## src/sar_adc_pkg.sv

```systemverilog
// shared constants, types and helpers for the converter control block
package sar_adc_pkg;

	localparam int ADDR_W = 32;
	localparam int DATA_W = 32;
	localparam int REG_W = 10;
	localparam int IRQ_W = 2;

	localparam logic [31:0] ADDR_STATUS = 32'h4004_8000;
	localparam logic [31:0] ADDR_SELECT = 32'h4004_8004;
	localparam logic [31:0] ADDR_CONTROL = 32'h4004_8008;
	localparam logic [31:0] ADDR_IRQ_STATUS = 32'h4004_800C;
	localparam logic [31:0] ADDR_IRQ_MASK = 32'h4004_8010;
	localparam logic [31:0] ADDR_RESULT = 32'h4004_8048;

	localparam logic [31:0] STATUS_RESET_VAL = 32'h0000_0080;
	localparam logic [9:0] SELECT_RESET_VAL = 10'h004;
	localparam logic [9:0] CONTROL_RESET_VAL = 10'h000;
	localparam logic [9:0] RESULT_RESET_VAL = 10'h000;

	localparam int STATUS_PHASE_LSB = 4;
	localparam int SEL_INT_MSB = 3;
	localparam int SEL_CH_LSB = 4;
	localparam int SEL_CH_MSB = 5;
	localparam int SEL_REFP_LSB = 6;
	localparam int SEL_REFP_MSB = 7;
	localparam int SEL_REFN_LSB = 8;
	localparam int SEL_REFN_MSB = 9;
	localparam int CTL_BIT0 = 0;
	localparam int CTL_STROBE = 1;
	localparam int CTL_POWER = 2;
	localparam int CTL_INT_LSB = 3;
	localparam int CTL_INT_MSB = 6;
	localparam int CTL_RES_LSB = 7;
	localparam int CTL_RES_MSB = 9;

	localparam int IRQ_DONE = 0;
	localparam int IRQ_REFUSED = 1;

	localparam logic [1:0] RESP_OKAY = 2'h0;
	localparam logic [1:0] RESP_DECERR = 2'h3;

	localparam logic [2:0] PH_STOP = 3'h0;
	localparam logic [2:0] PH_RISE = 3'h1;
	localparam logic [2:0] PH_SAMPLE = 3'h2;
	localparam logic [2:0] PH_CONVERT = 3'h3;
	localparam logic [2:0] PH_READY = 3'h4;

	localparam logic [3:0] FULL_BITS = 4'hA;
	localparam logic [3:0] CONV_EXTRA = 4'h1;
	localparam logic [9:0] RESULT_ALL = 10'h3FF;

	typedef enum logic [4:0]
	{
		S_STOP = 5'h01,
		S_RISE = 5'h02,
		S_SAMPLE = 5'h04,
		S_CONV = 5'h08,
		S_READY = 5'h10
	} seq_state_t;

	typedef struct packed
	{
		logic power;
		logic reset;
		logic [1:0] channel;
		logic [1:0] ref_pos;
		logic [1:0] ref_neg;
		logic [3:0] sel_internal;
		logic [3:0] ctl_internal;
		logic ctl_bit0;
		logic sample;
		logic convert;
		logic [2:0] res_code;
	} conv_ctrl_t;

	// number of result bits delivered for a resolution code
	function automatic logic [3:0] result_bits(input logic [2:0] code);
		result_bits = FULL_BITS - {1'b0, code};
	endfunction : result_bits

	// msb-aligned mask: dropped low bits read as zero
	function automatic logic [9:0] result_mask(input logic [2:0] code);
		result_mask = RESULT_ALL << code;
	endfunction : result_mask

endpackage : sar_adc_pkg

```

## src/conv_sequencer.sv

```systemverilog
// conversion phase sequencer paced by the real-time clock tick
`timescale 1ns/10ps
module conv_sequencer
	import sar_adc_pkg::*;
#(
	parameter logic [3:0] RISE_TICKS = 4'h2,
	parameter logic [3:0] SAMPLE_TICKS = 4'h2
)
(
	input wire logic aclk,
	input wire logic aresetn,
	input wire logic start,
	input wire logic powered,
	input wire logic rtc_tick,
	input wire logic core_ready,
	input wire logic [2:0] res_code,
	output logic [2:0] phase,
	output logic in_sample,
	output logic in_convert,
	output logic started,
	output logic done
);

	seq_state_t state_reg, state_next;
	logic [3:0] cnt_reg, cnt_next;
	logic [3:0] conv_ticks;
	logic [3:0] seen_reg, seen_next;

	always_comb
	begin
		conv_ticks = result_bits(res_code) + CONV_EXTRA;
		state_next = state_reg;
		cnt_next = cnt_reg;
		started = 1'b0;
		done = 1'b0;
		case (state_reg)
			S_STOP:
			begin
				cnt_next = '0;
				if (start && powered)
				begin
					started = 1'b1;
					state_next = S_RISE;
				end
			end
			S_RISE:
			begin
				if (rtc_tick)
				begin
					cnt_next = cnt_reg + 4'h1;
					if (cnt_reg + 4'h1 >= RISE_TICKS)
					begin
						cnt_next = '0;
						state_next = S_SAMPLE;
					end
				end
			end
			S_SAMPLE:
			begin
				if (rtc_tick)
				begin
					cnt_next = cnt_reg + 4'h1;
					if (cnt_reg + 4'h1 >= SAMPLE_TICKS)
					begin
						cnt_next = '0;
						state_next = S_CONV;
					end
				end
			end
			S_CONV:
			begin
				if (rtc_tick)
				begin
					cnt_next = cnt_reg + 4'h1;
					if (cnt_reg + 4'h1 >= conv_ticks)
					begin
						cnt_next = '0;
						state_next = S_READY;
					end
				end
			end
			S_READY:
			begin
				if (core_ready)
				begin
					done = 1'b1;
					state_next = S_STOP;
				end
			end
			default:
			begin
				state_next = S_STOP;
				cnt_next = '0;
			end
		endcase
		if (!powered)
		begin
			state_next = S_STOP;
			cnt_next = '0;
		end
		seen_next = (state_reg == S_CONV) ? seen_reg + {3'h0, rtc_tick} : '0;
	end

	always_ff @(posedge aclk)
	begin
		if (!aresetn)
		begin
			state_reg <= S_STOP;
			cnt_reg <= '0;
			seen_reg <= '0;
		end
		else
		begin
			state_reg <= state_next;
			cnt_reg <= cnt_next;
			seen_reg <= seen_next;
		end
	end

	always_comb
	begin
		case (state_reg)
			S_RISE: phase = PH_RISE;
			S_SAMPLE: phase = PH_SAMPLE;
			S_CONV: phase = PH_CONVERT;
			S_READY: phase = PH_READY;
			default: phase = PH_STOP;
		endcase
		in_sample = (state_reg == S_SAMPLE);
		in_convert = (state_reg == S_CONV);
	end

	conv_length_a: assert property (@(posedge aclk) disable iff (!aresetn)
		(state_reg == S_CONV && state_next == S_READY)
		|-> (seen_reg + 4'h1 == result_bits(res_code) + 4'h1))
		else $error("conversion tick count wrong for resolution");

	phase_order_a: assert property (@(posedge aclk) disable iff (!aresetn)
		(state_reg == S_RISE && powered) |=> (state_reg inside {S_RISE, S_SAMPLE}))
		else $error("rise delay not followed by sample phase");

endmodule : conv_sequencer

```

## src/irq_block.sv

```systemverilog
// sticky event flags with mask, write one to clear
`timescale 1ns/10ps
module irq_block
#(
	parameter int W = 2
)
(
	input wire logic aclk,
	input wire logic aresetn,
	input wire logic [W-1:0] event_in,
	input wire logic clr_we,
	input wire logic [W-1:0] clr_bits,
	input wire logic mask_we,
	input wire logic [W-1:0] mask_bits,
	output logic [W-1:0] status_reg,
	output logic [W-1:0] mask_reg,
	output logic irq_reg
);

	logic [W-1:0] status_next, mask_next;
	logic irq_next;

	always_comb
	begin
		// a new event beats a clear in the same cycle
		status_next = (status_reg & ~(clr_we ? clr_bits : '0)) | event_in;
		mask_next = mask_we ? mask_bits : mask_reg;
		irq_next = |(status_next & mask_next);
	end

	always_ff @(posedge aclk)
	begin
		if (!aresetn)
		begin
			status_reg <= '0;
			mask_reg <= '0;
			irq_reg <= 1'b0;
		end
		else
		begin
			status_reg <= status_next;
			mask_reg <= mask_next;
			irq_reg <= irq_next;
		end
	end

	irq_level_a: assert property (@(posedge aclk) disable iff (!aresetn)
		irq_reg == |(status_reg & mask_reg))
		else $error("interrupt output disagrees with status and mask");

endmodule : irq_block

```

## src/sar_adc_control_regs.sv

```systemverilog
// register bank, bus slave and converter control for the sar converter
//
// Local design decision: the AXI4-Lite register port.
`timescale 1ns/10ps
module sar_adc_control_regs
	import sar_adc_pkg::*;
#(
	parameter logic [3:0] RISE_TICKS = 4'h2,
	parameter logic [3:0] SAMPLE_TICKS = 4'h2
)
(
	input wire logic aclk,
	input wire logic aresetn,
	input wire logic [ADDR_W-1:0] s_axi_awaddr,
	input wire logic s_axi_awvalid,
	output logic s_axi_awready,
	input wire logic [DATA_W-1:0] s_axi_wdata,
	input wire logic [3:0] s_axi_wstrb,
	input wire logic s_axi_wvalid,
	output logic s_axi_wready,
	output logic [1:0] s_axi_bresp,
	output logic s_axi_bvalid,
	input wire logic s_axi_bready,
	input wire logic [ADDR_W-1:0] s_axi_araddr,
	input wire logic s_axi_arvalid,
	output logic s_axi_arready,
	output logic [DATA_W-1:0] s_axi_rdata,
	output logic [1:0] s_axi_rresp,
	output logic s_axi_rvalid,
	input wire logic s_axi_rready,
	input wire logic rtc_tick,
	input wire logic core_ready,
	input wire logic [REG_W-1:0] core_result,
	output conv_ctrl_t core_ctrl,
	output logic irq
);

	// write channel state
	logic aw_held_reg, aw_held_next;
	logic w_held_reg, w_held_next;
	logic [ADDR_W-1:0] awaddr_reg, awaddr_next;
	logic [DATA_W-1:0] wdata_reg, wdata_next;
	logic [3:0] wstrb_reg, wstrb_next;
	logic bvalid_reg, bvalid_next;
	logic [1:0] bresp_reg, bresp_next;
	logic do_write;

	// read channel state
	logic rvalid_reg, rvalid_next;
	logic [DATA_W-1:0] rdata_reg, rdata_next;
	logic [1:0] rresp_reg, rresp_next;

	// registers
	logic [REG_W-1:0] sel_reg, sel_next;
	logic [REG_W-1:0] ctl_reg, ctl_next;
	logic [REG_W-1:0] result_reg, result_next;
	conv_ctrl_t ctrl_reg, ctrl_next;

	logic wr_sel, wr_ctl, wr_irq_clr, wr_irq_mask;
	logic [2:0] phase;
	logic in_sample, in_convert, started, done;
	logic [IRQ_W-1:0] irq_status, irq_mask, irq_events;
	logic powered;
	// function results cannot be sliced in place, so the words stand alone
	logic [REG_W-1:0] clr_word, mask_word;

	// merge a bus write into a 10-bit register under byte strobes
	function automatic logic [REG_W-1:0] merge10(
		input logic [REG_W-1:0] old,
		input logic [DATA_W-1:0] data,
		input logic [3:0] strb);
		logic [REG_W-1:0] r;
		r = old;
		if (strb[0])
			r[7:0] = data[7:0];
		if (strb[1])
			r[9:8] = data[9:8];
		merge10 = r;
	endfunction : merge10

	function automatic logic is_mapped(input logic [ADDR_W-1:0] a);
		is_mapped = (a == ADDR_STATUS) || (a == ADDR_SELECT)
			|| (a == ADDR_CONTROL) || (a == ADDR_RESULT)
			|| (a == ADDR_IRQ_STATUS) || (a == ADDR_IRQ_MASK);
	endfunction : is_mapped

	assign powered = ctl_reg[CTL_POWER];

	conv_sequencer #(
		.RISE_TICKS(RISE_TICKS),
		.SAMPLE_TICKS(SAMPLE_TICKS)
	) u_seq (
		.aclk(aclk),
		.aresetn(aresetn),
		.start(ctl_reg[CTL_STROBE]),
		.powered(powered),
		.rtc_tick(rtc_tick),
		.core_ready(core_ready),
		.res_code(ctl_reg[CTL_RES_MSB:CTL_RES_LSB]),
		.phase(phase),
		.in_sample(in_sample),
		.in_convert(in_convert),
		.started(started),
		.done(done)
	);

	assign irq_events[IRQ_DONE] = done;
	assign irq_events[IRQ_REFUSED] = ctl_reg[CTL_STROBE] && !powered;
	assign clr_word = merge10('0, wdata_reg, wstrb_reg);
	assign mask_word = merge10({{(REG_W-IRQ_W){1'b0}}, irq_mask}, wdata_reg,
		wstrb_reg);

	irq_block #(
		.W(IRQ_W)
	) u_irq (
		.aclk(aclk),
		.aresetn(aresetn),
		.event_in(irq_events),
		.clr_we(wr_irq_clr),
		.clr_bits(clr_word[IRQ_W-1:0]),
		.mask_we(wr_irq_mask),
		.mask_bits(mask_word[IRQ_W-1:0]),
		.status_reg(irq_status),
		.mask_reg(irq_mask),
		.irq_reg(irq)
	);

	// write address and data are taken independently, in either order
	always_comb
	begin
		do_write = aw_held_reg && w_held_reg && !bvalid_reg;
		aw_held_next = aw_held_reg;
		w_held_next = w_held_reg;
		awaddr_next = awaddr_reg;
		wdata_next = wdata_reg;
		wstrb_next = wstrb_reg;
		bvalid_next = bvalid_reg;
		bresp_next = bresp_reg;
		if (s_axi_awvalid && !aw_held_reg)
		begin
			aw_held_next = 1'b1;
			awaddr_next = s_axi_awaddr;
		end
		if (s_axi_wvalid && !w_held_reg)
		begin
			w_held_next = 1'b1;
			wdata_next = s_axi_wdata;
			wstrb_next = s_axi_wstrb;
		end
		if (bvalid_reg && s_axi_bready)
			bvalid_next = 1'b0;
		if (do_write)
		begin
			aw_held_next = 1'b0;
			w_held_next = 1'b0;
			bvalid_next = 1'b1;
			bresp_next = is_mapped(awaddr_reg) ? RESP_OKAY : RESP_DECERR;
		end
		wr_sel = do_write && (awaddr_reg == ADDR_SELECT);
		wr_ctl = do_write && (awaddr_reg == ADDR_CONTROL);
		wr_irq_clr = do_write && (awaddr_reg == ADDR_IRQ_STATUS);
		wr_irq_mask = do_write && (awaddr_reg == ADDR_IRQ_MASK);
	end

	always_ff @(posedge aclk)
	begin
		if (!aresetn)
		begin
			aw_held_reg <= 1'b0;
			w_held_reg <= 1'b0;
			awaddr_reg <= '0;
			wdata_reg <= '0;
			wstrb_reg <= '0;
			bvalid_reg <= 1'b0;
			bresp_reg <= RESP_OKAY;
		end
		else
		begin
			aw_held_reg <= aw_held_next;
			w_held_reg <= w_held_next;
			awaddr_reg <= awaddr_next;
			wdata_reg <= wdata_next;
			wstrb_reg <= wstrb_next;
			bvalid_reg <= bvalid_next;
			bresp_reg <= bresp_next;
		end
	end

	// ready is simply "slot empty", so it comes straight from a flop
	assign s_axi_awready = !aw_held_reg;
	assign s_axi_wready = !w_held_reg;
	assign s_axi_bvalid = bvalid_reg;
	assign s_axi_bresp = bresp_reg;

	// reads answer one cycle after the address is taken
	always_comb
	begin
		rvalid_next = rvalid_reg;
		rdata_next = rdata_reg;
		rresp_next = rresp_reg;
		if (rvalid_reg && s_axi_rready)
			rvalid_next = 1'b0;
		if (s_axi_arvalid && !rvalid_reg)
		begin
			rvalid_next = 1'b1;
			rresp_next = RESP_OKAY;
			rdata_next = '0;
			case (s_axi_araddr)
				ADDR_STATUS: rdata_next = STATUS_RESET_VAL
					| ({29'h0, phase} << STATUS_PHASE_LSB);
				ADDR_SELECT: rdata_next[REG_W-1:0] = sel_reg;
				ADDR_CONTROL: rdata_next[REG_W-1:0] = ctl_reg;
				ADDR_RESULT: rdata_next[REG_W-1:0] = result_reg;
				ADDR_IRQ_STATUS: rdata_next[IRQ_W-1:0] = irq_status;
				ADDR_IRQ_MASK: rdata_next[IRQ_W-1:0] = irq_mask;
				default: rresp_next = RESP_DECERR;
			endcase
		end
	end

	always_ff @(posedge aclk)
	begin
		if (!aresetn)
		begin
			rvalid_reg <= 1'b0;
			rdata_reg <= '0;
			rresp_reg <= RESP_OKAY;
		end
		else
		begin
			rvalid_reg <= rvalid_next;
			rdata_reg <= rdata_next;
			rresp_reg <= rresp_next;
		end
	end

	assign s_axi_arready = !rvalid_reg;
	assign s_axi_rvalid = rvalid_reg;
	assign s_axi_rdata = rdata_reg;
	assign s_axi_rresp = rresp_reg;

	// register bank and converter drive
	always_comb
	begin
		sel_next = wr_sel ? merge10(sel_reg, wdata_reg, wstrb_reg) : sel_reg;
		ctl_next = ctl_reg;
		// strobe clears itself once taken; a refused strobe is dropped too,
		// so it cannot fire later by surprise at power-up
		if (started || !powered)
			ctl_next[CTL_STROBE] = 1'b0;
		if (wr_ctl)
			ctl_next = merge10(ctl_reg, wdata_reg, wstrb_reg);
		result_next = result_reg;
		if (done)
			result_next = core_result
				& result_mask(ctl_reg[CTL_RES_MSB:CTL_RES_LSB]);
		ctrl_next.power = ctl_reg[CTL_POWER];
		ctrl_next.reset = ctl_reg[CTL_POWER] && (phase == PH_STOP);
		ctrl_next.channel = sel_reg[SEL_CH_MSB:SEL_CH_LSB];
		ctrl_next.ref_pos = sel_reg[SEL_REFP_MSB:SEL_REFP_LSB];
		ctrl_next.ref_neg = sel_reg[SEL_REFN_MSB:SEL_REFN_LSB];
		ctrl_next.sel_internal = sel_reg[SEL_INT_MSB:0];
		ctrl_next.ctl_internal = ctl_reg[CTL_INT_MSB:CTL_INT_LSB];
		ctrl_next.ctl_bit0 = ctl_reg[CTL_BIT0];
		ctrl_next.sample = in_sample;
		ctrl_next.convert = in_convert;
		ctrl_next.res_code = ctl_reg[CTL_RES_MSB:CTL_RES_LSB];
	end

	always_ff @(posedge aclk)
	begin
		if (!aresetn)
		begin
			sel_reg <= SELECT_RESET_VAL;
			ctl_reg <= CONTROL_RESET_VAL;
			result_reg <= RESULT_RESET_VAL;
			ctrl_reg <= '0;
		end
		else
		begin
			sel_reg <= sel_next;
			ctl_reg <= ctl_next;
			result_reg <= result_next;
			ctrl_reg <= ctrl_next;
		end
	end

	assign core_ctrl = ctrl_reg;

	strobe_clear_a: assert property (@(posedge aclk) disable iff (!aresetn)
		(started && !wr_ctl) |=> !ctl_reg[CTL_STROBE])
		else $error("start strobe not cleared after conversion began");

	no_start_off_a: assert property (@(posedge aclk) disable iff (!aresetn)
		(!powered && $past(!powered)) |-> (phase == PH_STOP && !started))
		else $error("conversion launched while powered down");

	channel_route_a: assert property (@(posedge aclk) disable iff (!aresetn)
		##1 core_ctrl.channel == $past(sel_reg[SEL_CH_MSB:SEL_CH_LSB]))
		else $error("converter channel differs from select field");

	power_drive_a: assert property (@(posedge aclk) disable iff (!aresetn)
		(!ctl_reg[CTL_POWER]) |=> (!core_ctrl.power && !core_ctrl.reset))
		else $error("converter powered while control bit is low");

	result_align_a: assert property (@(posedge aclk) disable iff (!aresetn)
		done |=> (result_reg == (($past(core_result)) & result_mask(
			$past(ctl_reg[CTL_RES_MSB:CTL_RES_LSB])))))
		else $error("result not captured msb aligned");

	status_read_a: assert property (@(posedge aclk) disable iff (!aresetn)
		(s_axi_arvalid && s_axi_arready && s_axi_araddr == ADDR_STATUS)
		|=> (s_axi_rdata[6:4] == $past(phase)))
		else $error("status read does not show phase");

	done_irq_a: assert property (@(posedge aclk) disable iff (!aresetn)
		(done && irq_mask[IRQ_DONE]) |=> irq)
		else $error("completed conversion raised no interrupt");

	result_hold_a: assert property (@(posedge aclk)
		disable iff (!aresetn)
		!done |=> (result_reg == $past(result_reg)))
		else $error("result changed without a completed conversion");

	stop_reset_a: assert property (@(posedge aclk)
		disable iff (!aresetn)
		(ctl_reg[CTL_POWER] && phase == PH_STOP) |=> core_ctrl.reset)
		else $error("powered converter not held in reset while stopped");

	refused_flag_a: assert property (@(posedge aclk)
		disable iff (!aresetn)
		(ctl_reg[CTL_STROBE] && !powered) |=> irq_status[IRQ_REFUSED])
		else $error("refused start left no flag");

endmodule : sar_adc_control_regs

```

## config.mk

```make
export PLATFORM = sky130hd
export DESIGN_NAME = sar_adc_control_regs
export DESIGN_NICKNAME = d
export VERILOG_FILES = /design/src/sar_adc_pkg.sv /design/src/conv_sequencer.sv /design/src/irq_block.sv /design/src/sar_adc_control_regs.sv
export SDC_FILE = /design/constraint.sdc
export NUM_CORES = 1
export LEC_CHECK = 0
export ABC_CLOCK_PERIOD_IN_PS = 5600
export BUFFER_PORTS_ARGS = -buffer_cell sky130_fd_sc_hd__buf_2
export CELL_PAD_IN_SITES_DETAIL_PLACEMENT = 0
export CELL_PAD_IN_SITES_GLOBAL_PLACEMENT = 1
export CORE_ASPECT_RATIO = 0.7
export CORE_MARGIN = 2
export CORE_UTILIZATION = 40
export DETAILED_ROUTE_END_ITERATION = 10
export PLACE_DENSITY_LB_ADDON = 0.1
export SYNTH_ARGS = -nofsm -noshare
export SYNTH_HDL_FRONTEND = slang
export SYNTH_HIERARCHICAL = 1
export SYNTH_SLANG_ARGS = --single-unit
```

## constraint.sdc

```tcl
create_clock -name aclk -period 5.6 [get_ports aclk]
set_input_delay 0.56 -clock aclk [delete_from_list [all_inputs] [get_ports aclk]]
set_output_delay 0.56 -clock aclk [all_outputs]
set_load 0.05 [all_outputs]
```

==> run_results.csv <==
group,metric,value,unit
clocking,hold_buffers,0,
timing,maxSlewHeadroom,21.7,%
logic_synthesis,syn_avg_cell_area,8.59,sq um
timing,setup_violations,0,
placement,port_buffers,136,
timing,worstMarginPinSlew,1.17,ns
clocking,cts_htree_levels,4,
critical_path,reg2reg_setup_slack,2.98,ns
logic_synthesis,ys_seq_elements,126,
critical_path,cp.arrival,2.98,ns
clocking,cts_tree,"yes",
logic_synthesis,yosys.area.top_type,"dfxtp_1",
global_routing,antenna_found_initial,0,
logic_synthesis,ys_seq_area_share,44.7,%
timing,finClkSkew,0.00739,ns
critical_path,crit_type,"flop to flop",
timing,finalSetupTns,0,ns
logic_synthesis,yosysUniqueCellTypes,60,
critical_path,max_stage_delay,0.82,ns
power,ir_drop,0.229,mV
cells_and_area,fin_nets,902,
timing,slew_violations,0,
critical_path,crit_chain,"nor2_1 -> nand3_1 -> nor2_1 -> inv_1 -> nor2_1 -> a32oi_1 -> nor2b_1",
logic_synthesis,synth_top_area_share,44.7,%
route,first_pass_iters,4,
run_status,outcome,"complete, no violations",
clocking,clockBufferDepth,2,
clocking,cts_resized,0,
floorplan,die_w,146,um
placement,globalplace.congestion,0.896,
timing,min_period,2.62,ns
min_path,min_path_type,"input port to flop",
clocking,clock-root-buffer,"clkbuf_16",
logic_synthesis,synth-main-ff-cell,"dfxtp_1",
critical_path,cp_max_fo,10,
clocking,cts_made_buffers,17,
route,routed_wl,14300,um
flow_run,drv_cap,0,
critical_path,start_kind,"flop",
critical_path,end_kind,"flop",
route,wl_per_cell,14.6,um
global_routing,grt_max_degree,74,
timing,setup_ws,2.98,ns
power,p_leak,0.00308,uW
critical_path,path_buf_inv,1,
power,cellPowerDensity,330,nW/um^2
timing,holdWs,0.388,ns
placement,placed_cell_area,6310,sq um
logic_synthesis,async_flop_share,0,%
logic_synthesis,synthesis.area,5640,sq um
global_routing,grt_overflow,0,
route,drt_iter0_drc,213,
timing,rsz0062_at_grt,"false",
global_routing,grt_use_total,19.5,%
global_routing,grt_pass1_wl,22700,um
floorplan,start_util,40.8,%
floorplan,core_area,13800,sq um
critical_path,crit_path_frequent_cell,"nor2_1",
route,via_per_inst,4.89,
cells_and_area,nFillCells,1380,
floorplan,ios,183,
logic_synthesis,synth_area_leaders,"dfxtp_1 45%, nand2_1 11%, a21boi_0 6.5%",
timing,hold_violations,0,
floorplan,die-area,15100,sq um
route,dr_total_vias,4794,
clocking,postCtsSetupBuffers,0,
cells_and_area,design_area,6950,sq um
clocking,clk_latency,0.42,ns
critical_path,critical_path_required,5.96,ns
cells_and_area,regArea,2520,sq um
logic_synthesis,synth_warnings,6,
timing,clock.fmax,0.381,GHz
floorplan,rows,36,
logic_synthesis,synth-edff-count,0,
critical_path,critPathTopFamily,"simple AND/OR/NAND/NOR gates",
cells_and_area,drive_gt1_share,23.9,%
cells_and_area,multi_input_area,2710,sq um
placement,post-place-ws,3.06,ns
global_routing,grt_pass1_vias,4411,
clocking,cts_num_sinks,126,
logic_synthesis,synth_cells,656,
cells_and_area,num_antenna_cells,0,
critical_path,slowest_stage,"nor2_1",
clocking,clkTransAtPathRegs,0.06,ns
cells_and_area,syn_to_final_growth,23.2,%
route,drc,0,
placement,dp_hpwl,10700,um
route,ant_nets,0,
floorplan,die_y,103,um
timing,finalCritPeriodShare,46.8,%
cells_and_area,largest_reg_flops,32,
cells_and_area,final_util,50.2,%
through the flow:
stage | total power, uW | cells
final | 2290 | 980
after global routing | 2380 | 980
after CTS | 2320 | 980
after detailed placement | 1130 | 948
after global placement | 1130 | 948
after floorplan | 1080 | 677
routing by layer:
layer	GRT usage [%]	up-vias	part of all wire [%]	wire, um
li1	-	2413	-	-
met1	27.8	2190	52	7490
met2	28.7	174	40	5770
met3	4.56	17	6.3	898
met4	7.39	0	1.3	187
met5	0	-	0	0
cells in the mapped netlist, drive strengths merged (2+ instances only):
library cell,count
nand4b,2
clkbuf,19
nand2,158
dfxtp,126
nand3b,2
nor4,10
nand2b,3
nor2,28
buf,38
nand3,13
o21a,2
a21oi,8
nand4,9
xnor2,2
o211ai,3
a31o,2
inv,39
nor2b,15
and2,7
xor2,3
a32o,3
o21ai,21
ha,6
a21boi,49
mux2,8
or3,3
mux2i,29
a31oi,2
nor3,6
o22ai,3
and3,6
a22oi,9
nor4b,6
path summary, 6_finish.rpt:
kind	startpoint	end	cells past startpoint
setup / recovery	u_seq/state_reg[3]	result_reg[2]	7
hold / removal	s_axi_awaddr[16]	awaddr_reg[16]	3
setup reg to reg	u_seq/state_reg[3]	result_reg[2]	7
hold reg to reg	s_axi_rdata[2]	s_axi_rdata[2]	2
cells by family after synthesis:
family | share of synthesized area (%)
compound gates | 14.2
xor+xnor | 0.777
fa+ha+maj | 1.33
buf+inv | 8.70
flops | 44.7
mux | 6.75
other cells | 0.0665
simple gates | 23.5
cell type report:
type	count	share of cell area [%]
Tap cell	190	3.42
Timing Repair Buffer	138	10.0
Inverter	39	2.11
Clock buffer	19	6.52
Multi-Input combinational cell	455	39.0
Sequential cell	126	36.3
Clock inverter	13	2.68
cells in the final DEF, fill, tap and decap left out, drive strengths merged, types with 3 or more instances in the layout:
| cell | netlist | final |
|---|---|---|
| buf | 38 | 138 |
| nand2b | 3 | 3 |
| bufinv | 0 | 4 |
| o22ai | 3 | 3 |
| nor4b | 6 | 6 |
| and2 | 7 | 7 |
| a21boi | 49 | 49 |
| nor2 | 28 | 28 |
| ha | 6 | 6 |
| a32o | 3 | 3 |
| nor4 | 10 | 10 |
| clkbuf | 19 | 19 |
| or3 | 3 | 3 |
| clkinv | 0 | 3 |
| nor3 | 6 | 6 |
| a21oi | 8 | 8 |
| inv | 39 | 41 |
| o211ai | 3 | 3 |
| a22oi | 9 | 9 |
| nand2 | 158 | 158 |
| nand4 | 9 | 9 |
| conb | 1 | 22 |
| nand3 | 13 | 13 |
| mux2 | 8 | 8 |
| clkinvlp | 0 | 4 |
| o21ai | 21 | 21 |
| dfxtp | 126 | 126 |
| nor2b | 15 | 15 |
| mux2i | 29 | 29 |
| and3 | 6 | 6 |
| xor2 | 3 | 3 |
power breakdown:
group	internal, uW	leakage (uW)	switching, uW	total, uW
clock network	769	0.000302	412	1180
logic	56.8	0.00175	119	175
registers	919	0.00102	16.8	936
total	1750	0.00308	548	2290
tightest hold or removal path: stages:
cell and delay (ns):
buf_2 0.09, nand2_1 0.04, a21boi_0 0.06
Power figures use the tool's default switching activity.
